File: config.mk
export PLATFORM = sky130hd
export DESIGN_NAME = pip_irq_wake
export DESIGN_NICKNAME = d
export VERILOG_FILES = /design/src/logic/pip_pkg.sv /design/src/logic/pip_irq_wake.sv
export SDC_FILE = /design/constraint.sdc
export NUM_CORES = 1
export LEC_CHECK = 0
export BUFFER_PORTS_ARGS = -buffer_cell sky130_fd_sc_hd__buf_2
export CAP_MARGIN = 20
export CORE_UTILIZATION = 57
export DETAILED_ROUTE_END_ITERATION = 8
export GPL_TIMING_DRIVEN = 0
export PLACE_DENSITY = 0.81
export SYNTH_ARGS = -nofsm -noshare
export SYNTH_HDL_FRONTEND = slang
export SYNTH_SLANG_ARGS = --single-unit
File: constraint.sdc
create_clock -name CLK_SYS -period 3.5 [get_ports CLK_SYS]
set_input_delay 0.35 -clock CLK_SYS [delete_from_list [all_inputs] [get_ports CLK_SYS]]
set_output_delay 0.35 -clock CLK_SYS [all_outputs]
set_load 0.005 [all_outputs]
File: src/logic/pip_pkg.sv
// Constants, types and register map for the port interrupt sense and wake-up block.
// Assumes a single 125 MHz system clock and a plain strobe register port.
// Notes on behaviour
// - Four-bit read/write sense-invert register at 0xda; bits 3..0 serve D, C, A, B.
// - A set invert bit flips that port's trigger sense.
// - Reset clears the sense-invert register.
// - Port C triggers falling, or rising when inverted; it feeds source 0.
// - Ports B and D trigger rising when invert XOR edge-polarity bit is one.
// - Port A: falling, low level, rising, high level by invert and level-select.
// - Global enable low disables A, B, D; only reset leaves wait or stop.
// - Wait halts instructions but keeps oscillator, peripherals and state running.
// - Wake from wait resumes with no stabilisation delay.
// - Pin or watchdog reset during wait or stop starts normal reset.
// - Stop halts oscillator and execution until interrupt or reset.
// - Any watchdog active turns stop into wait.
// - Wake from stop waits an oscillator stabilisation delay first.
// - Entered from main: waking routine runs, then the following instruction.
// - Entered in non-maskable routine: continue next instruction, stay non-maskable.
// - Entered in normal routine, normal wake: continue that routine.
// - Entered in normal routine, non-maskable wake: non-maskable routine runs first.
// - Global enable low: non-maskable stays serviceable but cannot wake.
// - Wait or stop is not executed while an enabled request is pending.
// - Wake events leave the oscillator selection unchanged.
// - Global enable is bit 4 of the write-only option register.
// - Edge latch sets on edge, clears when routine starts; one edge kept.
package pip_pkg;
  localparam logic [7:0] ADDR_SENSE_INV = 8'hda;
  localparam logic [7:0] ADDR_OPTION = 8'hc8;
  localparam logic [7:0] ADDR_STAT = 8'hdb;
  localparam logic [7:0] ADDR_CTRL = 8'hdc;
  localparam int BIT_INV_B = 0;
  localparam int BIT_INV_A = 1;
  localparam int BIT_INV_C = 2;
  localparam int BIT_INV_D = 3;
  localparam int BIT_GLOBAL_EN = 4;
  localparam int BIT_EDGE_POL = 5;
  localparam int BIT_LEVEL_SEL = 6;
  localparam int BIT_OSC_SEL = 0;
  localparam logic [3:0] SENSE_INV_RESET = 4'h0;
  localparam logic [1:0] MODE_MAIN = 2'h0;
  localparam logic [1:0] MODE_IRQ = 2'h1;
  localparam logic [1:0] MODE_NMI = 2'h2;
  localparam logic [1:0] SRC_NMI = 2'h0;
  localparam logic [1:0] SRC_ONE = 2'h1;
  localparam logic [1:0] SRC_TWO = 2'h2;
  // Resume action codes handed to the sequencer
  localparam logic [1:0] ACT_NONE = 2'h0;
  localparam logic [1:0] ACT_SERVICE = 2'h1;
  localparam logic [1:0] ACT_NEXT = 2'h2;
  localparam logic [1:0] ACT_NMI_FIRST = 2'h3;
  localparam int CLK_PERIOD_NS = 8;
  localparam int STAB_TIME_NS = 1000;
  localparam int STAB_CYCLES = (STAB_TIME_NS + CLK_PERIOD_NS - 1) / CLK_PERIOD_NS;
  localparam logic [7:0] STAB_LAST = 8'(STAB_CYCLES - 1);

  typedef enum logic [1:0] {
    ST_RUN = 2'b00,
    ST_WAIT = 2'b01,
    ST_STOP = 2'b10,
    ST_STAB = 2'b11
  } pip_state_t;

  // Option bits kept from the write-only option register
  typedef struct packed {
    logic level_sel;
    logic edge_pol;
    logic global_en;
  } pip_opt_t;
endpackage : pip_pkg

File: src/logic/pip_irq_wake.sv
// Port interrupt sense selection, request latches and wait/stop control.
// Assumes port pin levels, core strobes and the register port are synchronous to CLK_SYS.
`timescale 1ns/100ps
module pip_irq_wake (
  input wire logic CLK_SYS,
  input wire logic RST_B,
  input wire logic [7:0] ADDR,
  input wire logic [7:0] WDATA,
  input wire logic WR,
  input wire logic RD,
  output logic [7:0] RDATA,
  input wire logic PORT_A_IN,
  input wire logic PORT_B_IN,
  input wire logic PORT_C_IN,
  input wire logic PORT_D_IN,
  input wire logic WAIT_EXEC,
  input wire logic STOP_EXEC,
  input wire logic [1:0] CORE_MODE,
  input wire logic SVC_START,
  input wire logic [1:0] SVC_SRC,
  input wire logic WDG_HW_SEL,
  input wire logic WDG_SW_EN,
  input wire logic EXT_RST_REQ,
  input wire logic WDG_RST_REQ,
  output logic [2:0] IRQ_REQ,
  output logic CORE_HALT,
  output logic OSC_RUN,
  output logic RESUME,
  output logic [1:0] RESUME_ACT,
  output logic CORE_RST,
  output logic OSC_SEL
);
  localparam int c_stab = pip_pkg::STAB_CYCLES;

  logic rst_s1;
  logic rst_n;
  logic [3:0] sense_inv;
  pip_pkg::pip_opt_t opt;
  logic [3:0] pin_s1;
  logic [3:0] pin_s2;
  logic [3:0] v_prev;
  logic [3:0] v_cur;
  logic lat0;
  logic lat1;
  logic lat2;
  logic [2:0] req_c;
  logic pend;
  logic wake;
  logic go_stop;
  logic rst_req;
  logic [1:0] entry_mode;
  logic [7:0] cnt;
  pip_pkg::pip_state_t state;
  pip_pkg::pip_state_t next_state;

  // Falling edge of an already-inverted level
  function automatic logic fell(input logic prev, input logic cur);
    fell = prev & ~cur;
  endfunction : fell

  // Reset release through two flops; assertion stays asynchronous
  always_ff @(posedge CLK_SYS or negedge RST_B) begin
    if (!RST_B) begin
      rst_s1 <= 1'b0;
      rst_n <= 1'b0;
    end else begin
      rst_s1 <= 1'b1;
      rst_n <= rst_s1;
    end
  end

  // Register writes; option register is write-only
  always_ff @(posedge CLK_SYS or negedge rst_n) begin
    if (!rst_n) begin
      sense_inv <= pip_pkg::SENSE_INV_RESET;
      opt <= '0;
      OSC_SEL <= 1'b0;
    end else if (WR) begin
      if (ADDR == pip_pkg::ADDR_SENSE_INV) begin
        sense_inv <= WDATA[3:0];
      end
      if (ADDR == pip_pkg::ADDR_OPTION) begin
        opt.global_en <= WDATA[pip_pkg::BIT_GLOBAL_EN];
        opt.edge_pol <= WDATA[pip_pkg::BIT_EDGE_POL];
        opt.level_sel <= WDATA[pip_pkg::BIT_LEVEL_SEL];
      end
      // Only software moves the oscillator choice, never a wake event
      if (ADDR == pip_pkg::ADDR_CTRL) begin
        OSC_SEL <= WDATA[pip_pkg::BIT_OSC_SEL];
      end
    end
  end

  // Read data one cycle after the strobe; unmapped and write-only read zero
  always_ff @(posedge CLK_SYS or negedge rst_n) begin
    if (!rst_n) begin
      RDATA <= 8'h00;
    end else if (RD) begin
      case (ADDR)
        pip_pkg::ADDR_SENSE_INV: RDATA <= {4'h0, sense_inv};
        pip_pkg::ADDR_STAT: RDATA <= {2'h0, opt.global_en, req_c, state};
        pip_pkg::ADDR_CTRL: RDATA <= {7'h00, OSC_SEL};
        default: RDATA <= 8'h00;
      endcase
    end else begin
      RDATA <= 8'h00;
    end
  end

  // Pin synchronisers; order is D, C, A, B to match invert bits
  always_ff @(posedge CLK_SYS or negedge rst_n) begin
    if (!rst_n) begin
      pin_s1 <= 4'hf;
      pin_s2 <= 4'hf;
    end else begin
      pin_s1 <= {PORT_D_IN, PORT_C_IN, PORT_A_IN, PORT_B_IN};
      pin_s2 <= pin_s1;
    end
  end

  // Sense inversion: B and D also follow the edge-polarity option
  always_comb begin
    v_cur[pip_pkg::BIT_INV_B] = pin_s2[pip_pkg::BIT_INV_B] ^ sense_inv[pip_pkg::BIT_INV_B]
                                ^ opt.edge_pol;
    v_cur[pip_pkg::BIT_INV_D] = pin_s2[pip_pkg::BIT_INV_D] ^ sense_inv[pip_pkg::BIT_INV_D]
                                ^ opt.edge_pol;
    v_cur[pip_pkg::BIT_INV_A] = pin_s2[pip_pkg::BIT_INV_A]
                                ^ sense_inv[pip_pkg::BIT_INV_A];
    v_cur[pip_pkg::BIT_INV_C] = pin_s2[pip_pkg::BIT_INV_C]
                                ^ sense_inv[pip_pkg::BIT_INV_C];
  end

  // Previous inverted level; a sense change can itself look like an edge
  always_ff @(posedge CLK_SYS or negedge rst_n) begin
    if (!rst_n) begin
      v_prev <= 4'h0;
    end else begin
      v_prev <= v_cur;
    end
  end

  // Edge latches; a new edge wins over the service clear
  always_ff @(posedge CLK_SYS or negedge rst_n) begin
    if (!rst_n) begin
      lat0 <= 1'b0;
      lat1 <= 1'b0;
      lat2 <= 1'b0;
    end else begin
      if (fell(v_prev[pip_pkg::BIT_INV_C], v_cur[pip_pkg::BIT_INV_C])) begin
        lat0 <= 1'b1;
      end else if (SVC_START && SVC_SRC == pip_pkg::SRC_NMI) begin
        lat0 <= 1'b0;
      end
      if (opt.global_en && !opt.level_sel
          && fell(v_prev[pip_pkg::BIT_INV_A], v_cur[pip_pkg::BIT_INV_A])) begin
        lat1 <= 1'b1;
      end else if (SVC_START && SVC_SRC == pip_pkg::SRC_ONE) begin
        lat1 <= 1'b0;
      end
      if (opt.global_en && (fell(v_prev[pip_pkg::BIT_INV_B], v_cur[pip_pkg::BIT_INV_B])
          || fell(v_prev[pip_pkg::BIT_INV_D], v_cur[pip_pkg::BIT_INV_D]))) begin
        lat2 <= 1'b1;
      end else if (SVC_START && SVC_SRC == pip_pkg::SRC_TWO) begin
        lat2 <= 1'b0;
      end
    end
  end

  // Requests to the core; level mode on A has no storage
  always_comb begin
    req_c[0] = lat0;
    req_c[1] = opt.global_en
               & (opt.level_sel ? ~v_cur[pip_pkg::BIT_INV_A] : lat1);
    req_c[2] = opt.global_en & lat2;
    pend = |req_c;
    wake = opt.global_en & pend;
    go_stop = STOP_EXEC & ~WDG_HW_SEL & ~WDG_SW_EN;
    rst_req = EXT_RST_REQ | WDG_RST_REQ;
  end

  always_ff @(posedge CLK_SYS or negedge rst_n) begin
    if (!rst_n) begin
      IRQ_REQ <= 3'h0;
    end else begin
      IRQ_REQ <= req_c;
    end
  end

  // Power state sequencing
  always_comb begin
    next_state = state;
    case (state)
      pip_pkg::ST_RUN: begin
        if (!pend && go_stop) begin
          next_state = pip_pkg::ST_STOP;
        end else if (!pend && (WAIT_EXEC || STOP_EXEC)) begin
          next_state = pip_pkg::ST_WAIT;
        end
      end
      pip_pkg::ST_WAIT: begin
        if (wake) begin
          next_state = pip_pkg::ST_RUN;
        end
      end
      pip_pkg::ST_STOP: begin
        if (wake) begin
          next_state = pip_pkg::ST_STAB;
        end
      end
      pip_pkg::ST_STAB: begin
        if (cnt == 8'h00) begin
          next_state = pip_pkg::ST_RUN;
        end
      end
      default: next_state = pip_pkg::ST_RUN;
    endcase
    if (rst_req) begin
      next_state = pip_pkg::ST_RUN;
    end
  end

  always_ff @(posedge CLK_SYS or negedge rst_n) begin
    if (!rst_n) begin
      state <= pip_pkg::ST_RUN;
    end else begin
      state <= next_state;
    end
  end

  // Stabilisation counter, loaded on the stop wake-up
  always_ff @(posedge CLK_SYS or negedge rst_n) begin
    if (!rst_n) begin
      cnt <= 8'h00;
    end else if (next_state == pip_pkg::ST_STAB && state == pip_pkg::ST_STOP) begin
      cnt <= pip_pkg::STAB_LAST;
    end else if (cnt != 8'h00) begin
      cnt <= cnt - 8'h01;
    end
  end

  // Core mode at entry decides how execution resumes
  always_ff @(posedge CLK_SYS or negedge rst_n) begin
    if (!rst_n) begin
      entry_mode <= pip_pkg::MODE_MAIN;
    end else if (state == pip_pkg::ST_RUN && next_state != pip_pkg::ST_RUN) begin
      entry_mode <= CORE_MODE;
    end
  end

  // Resume handshake; action fixed when leaving wait or stop
  always_ff @(posedge CLK_SYS or negedge rst_n) begin
    if (!rst_n) begin
      RESUME <= 1'b0;
      RESUME_ACT <= pip_pkg::ACT_NONE;
    end else if (state != pip_pkg::ST_RUN && next_state == pip_pkg::ST_RUN && !rst_req) begin
      RESUME <= 1'b1;
      case (entry_mode)
        pip_pkg::MODE_MAIN: RESUME_ACT <= pip_pkg::ACT_SERVICE;
        pip_pkg::MODE_NMI: RESUME_ACT <= pip_pkg::ACT_NEXT;
        pip_pkg::MODE_IRQ: begin
          RESUME_ACT <= req_c[0] ? pip_pkg::ACT_NMI_FIRST : pip_pkg::ACT_NEXT;
        end
        default: RESUME_ACT <= pip_pkg::ACT_SERVICE;
      endcase
    end else begin
      RESUME <= 1'b0;
    end
  end

  // Halt and clock outputs track the state register
  always_ff @(posedge CLK_SYS or negedge rst_n) begin
    if (!rst_n) begin
      CORE_HALT <= 1'b0;
      OSC_RUN <= 1'b1;
      CORE_RST <= 1'b0;
    end else begin
      CORE_HALT <= next_state != pip_pkg::ST_RUN;
      OSC_RUN <= next_state != pip_pkg::ST_STOP;
      CORE_RST <= rst_req;
    end
  end
endmodule : pip_irq_wake

==> results.py <==
metrics = {
    "synth": {
        "synth-adder-area-share_pct": 1.69,
        "synth_area_per_cell_sq_um": 11.8,
        "ys.flop_type": "dfrtp_1",
        "syn_inst": 188,
        "synth_top_family_by_area": "simple AND/OR/NAND/NOR gates",
        "synth_edf_count": 0,
        "synth_compound_area_share_pct": 8.66,
        "synthXorXnorAreaFrac_pct": 3.54,
        "synthMuxAreaShare_pct": 8.66,
        "yosysWarningCount": 0,
        "synth_cell_types": 47,
        "syn_area_sq_mm": 0.00223,
        "synth.area.top_cells": "dfrtp_1, dfstp_2, mux2_2, nor2_1, xnor2_1",
        "synth_top_cell_area_share_pct": 48.3,
        "synth_seq_cells": 52,
        "synthSimpleGateAreaFrac_pct": 14.4,
        "synthArstFlopShare_pct": 100,
        "synth_top_cell_by_area": "dfrtp_1",
        "yosysSeqAreaShare_pct": 59.0,
    },
    "die": {
        "die_width_um": 64.5,
        "die_h_um": 64.5,
        "dieArea_sq_mm": 0.00416,
        "row_count": 22,
        "io_pins": 53,
        "core_area_sq_mm": 0.00372,
        "initial_utilization_pct": 59.9,
    },
    "setup_path": {
        "critPathKind": "reg2reg",
        "cp_cell_sequence": "inv_1 -> ha_1 -> nor4b_1 -> nand2_1 -> nand2_1 -> nand3_1 -> a221o_1",
        "endpoint_kind": "flop",
        "cp_max_fo": 8,
        "crit_path_frequent_cell": "nand2_1",
        "slowest_stage": "nor4b_1",
        "required_ps": 3740,
        "max_stage_delay_ps": 550,
        "cp-start-kind": "flop",
        "crit_arrival_ps": 2480,
    },
    "timing": {
        "slew_headroom_pct": 40.2,
        "fin_tns_setup_ps": 0,
        "hold_viol_final": 0,
        "finalCriticalPeriod_ps": 2240,
        "final-max-slew-violation-count": 0,
        "fin_skew_ps": 16.8,
        "max_freq_mhz": 447,
        "worstMarginPinSlew_ps": 889,
        "min_period_over_period_pct": 63.9,
        "setup_ws_ps": 1260,
        "finalSetupViolations": 0,
        "holdWs_ps": 133,
        "rsz0062_at_grt": "false",
    },
    "clock_tree": {
        "cts_root_buf": "clkbuf_8",
        "cts.sinks": 52,
        "path_clk_slew_ps": 100,
        "htreeDepth": 2,
        "postCtsSetupRepairBufs": 0,
        "clock_path_buffers": 2,
        "cts_made_buffers": 5,
        "clk_latency_ps": 300,
        "cts_tree": "yes",
    },
    "route": {
        "drt-initial-drc-count": 111,
        "drt_pass1_iterations": 4,
        "routed_wl_um": 3720,
        "drtAntennaViolNets": 0,
        "drc_errors": 0,
        "drt-wirelength-per-cell_um": 12.6,
        "via_count": 1559,
        "via_per_inst": 5.28,
    },
    "global_routing": {
        "antenna_found_initial": 0,
        "gr-total-overflow": 0,
        "grt_max_degree": 41,
        "grt_pass1_vias": 1554,
        "grt_usage_pct": 20.4,
        "grt_pass1_wl_um": 6410,
    },
    "status": {
        "outcome": "finished, final reports clean",
    },
    "place": {
        "dp_hpwl_um": 2860,
        "io_buffers": 48,
        "dpl_worst_slack_ps": 1260,
        "gp_congestion": 0.792,
        "dpl_cell_area_sq_mm": 0.00255,
    },
    "min_path": {
        "hp-class": "reg2async",
    },
    "power": {
        "peakVddDrop_mv": 0.349,
        "p_leak_uw": 0.00129,
        "p_per_area_mw_per_mm2": 516,
    },
    "layout": {
        "finish.utilization_pct": 71.3,
        "insertedDiodeCount": 0,
        "synthToLayoutAreaGrowth_pct": 19.1,
        "stdcell_area_sq_mm": 0.00265,
        "layout.nets": 284,
        "drive_above_1_share_pct": 34.0,
    },
    "run": {
        "maxCapViolations": 0,
    },
}
## synthesized netlist by cell type (2+ instances only)
library cell and instances:
nand3b_1 3, mux2_4 2, conb_1 2, dfstp_2 9, and2_1 2, ha_1 3
buf_4 2, nor2b_1 3, mux2i_1 5, nand2_1 10, xor2_1 2, dfrtp_1 43
o22ai_1 2, mux2_2 10, xnor2_1 7, clkbuf_1 3, nor2_1 17, a21oi_1 4
inv_1 15, nor3_1 3, a211o_1 2, nand3_1 7, o21ai_0 8
## cell families (layout without fill, tap and decap cells)
logic type	count (synthesis)	in the layout
AND/OR/NAND/NOR	59	59
flip-flops	52	52
AO/OA/AOI/OAI	26	26
buffers and inverters	20	78
multiplexers	17	17
XOR/XNOR	9	9
adder cells (fa/ha/maj)	3	3
other	2	3
## worst max-delay path, delay by kind of cell, from the launching register on
family | cells | cell delay, ps
DFF | 1 | 410
and+or+nand+nor | 4 | 1150
buffers and inverters | 1 | 60
AOI/OAI and AO/OA | 1 | 350
adders and majority gates | 1 | 220
## state kept, by name, summed over array words and instances (netlist names), 2 cells and up
register,flops
cnt,8
entry_mode,2
IRQ_REQ,3
RDATA,6
pin_s2,4
pin_s1,4
sense_inv,4
v_prev,4
state,2
opt,3
RESUME_ACT,2
## stage by stage
stage,power [uW],cells
floorplan,971,189
global placement,1030,285
detailed placement,1060,286
CTS,1390,295
global route,1460,295
finish,1370,295
## power breakdown
group	switching, uW	internal (uW)	leakage, uW
Clock	183	142	0.0000414
Sequential	74.0	688	0.000640
Combinational	137	144	0.000614
Total	394	974	0.00129
## cell type report
type	count	area, sq um
fillers	292	1070
flip-flops and latches	52	1310
clock inverters	2	16.3
clock buffers	6	72.6
well taps	48	60.1
plain buffers	5	26.3
inverters	15	56.3
multi-input cells	117	835
repair buffers	50	270
## final timing paths
check	from	endpoint	slack [ps]	cells past startpoint
setup / recovery	cnt[0]	OSC_RUN	1260	7
hold / removal	rst_n	OSC_SEL	130	0
setup reg to reg	cnt[0]	OSC_RUN	1260	7
hold reg to reg	rst_n	OSC_SEL	130	0
max in group asynchronous	rst_n	pin_s2[2]	2830	1
min in group CLK_SYS	PORT_B_IN	pin_s1[0]	150	1
## cell usage in the layout (no fill, tap or decap), types with 3 or more instances in the layout
cell / n
mux2_2: 10
o21ai_0: 8
clkbuf_1: 4
nor2b_1: 3
nand3_1: 7
conb_1: 3
a21oi_1: 4
mux2i_1: 5
clkbuf_8: 5
buf_2: 48
nor2_1: 17
nand2_1: 10
nor3_1: 3
dfstp_2: 9
inv_1: 15
dfrtp_1: 42
xnor2_1: 7
nand3b_1: 3
ha_1: 3
## per-layer routing
| metal | share of wire [%] | routed length (um) | vias up | global-route usage (%) |
|---|---|---|---|---|
| met4 | 1.3 | 49 | 0 | 6.67 |
| li1 | - | - | 762 | - |
| met3 | 3.5 | 129 | 7 | 5.28 |
| met2 | 51 | 1900 | 28 | 35.9 |
| met1 | 44 | 1640 | 762 | 24.3 |
| met5 | 0 | 0 | - | 0 |
## timing repair
action,4_1_cts,5_1_grt
gates resized for setup,0,0
hold endpoints to repair,2,0
hold buffers,1,0
endpoints found under the setup margin,0,0
Note: power is estimated with default switching activity, not from simulation.
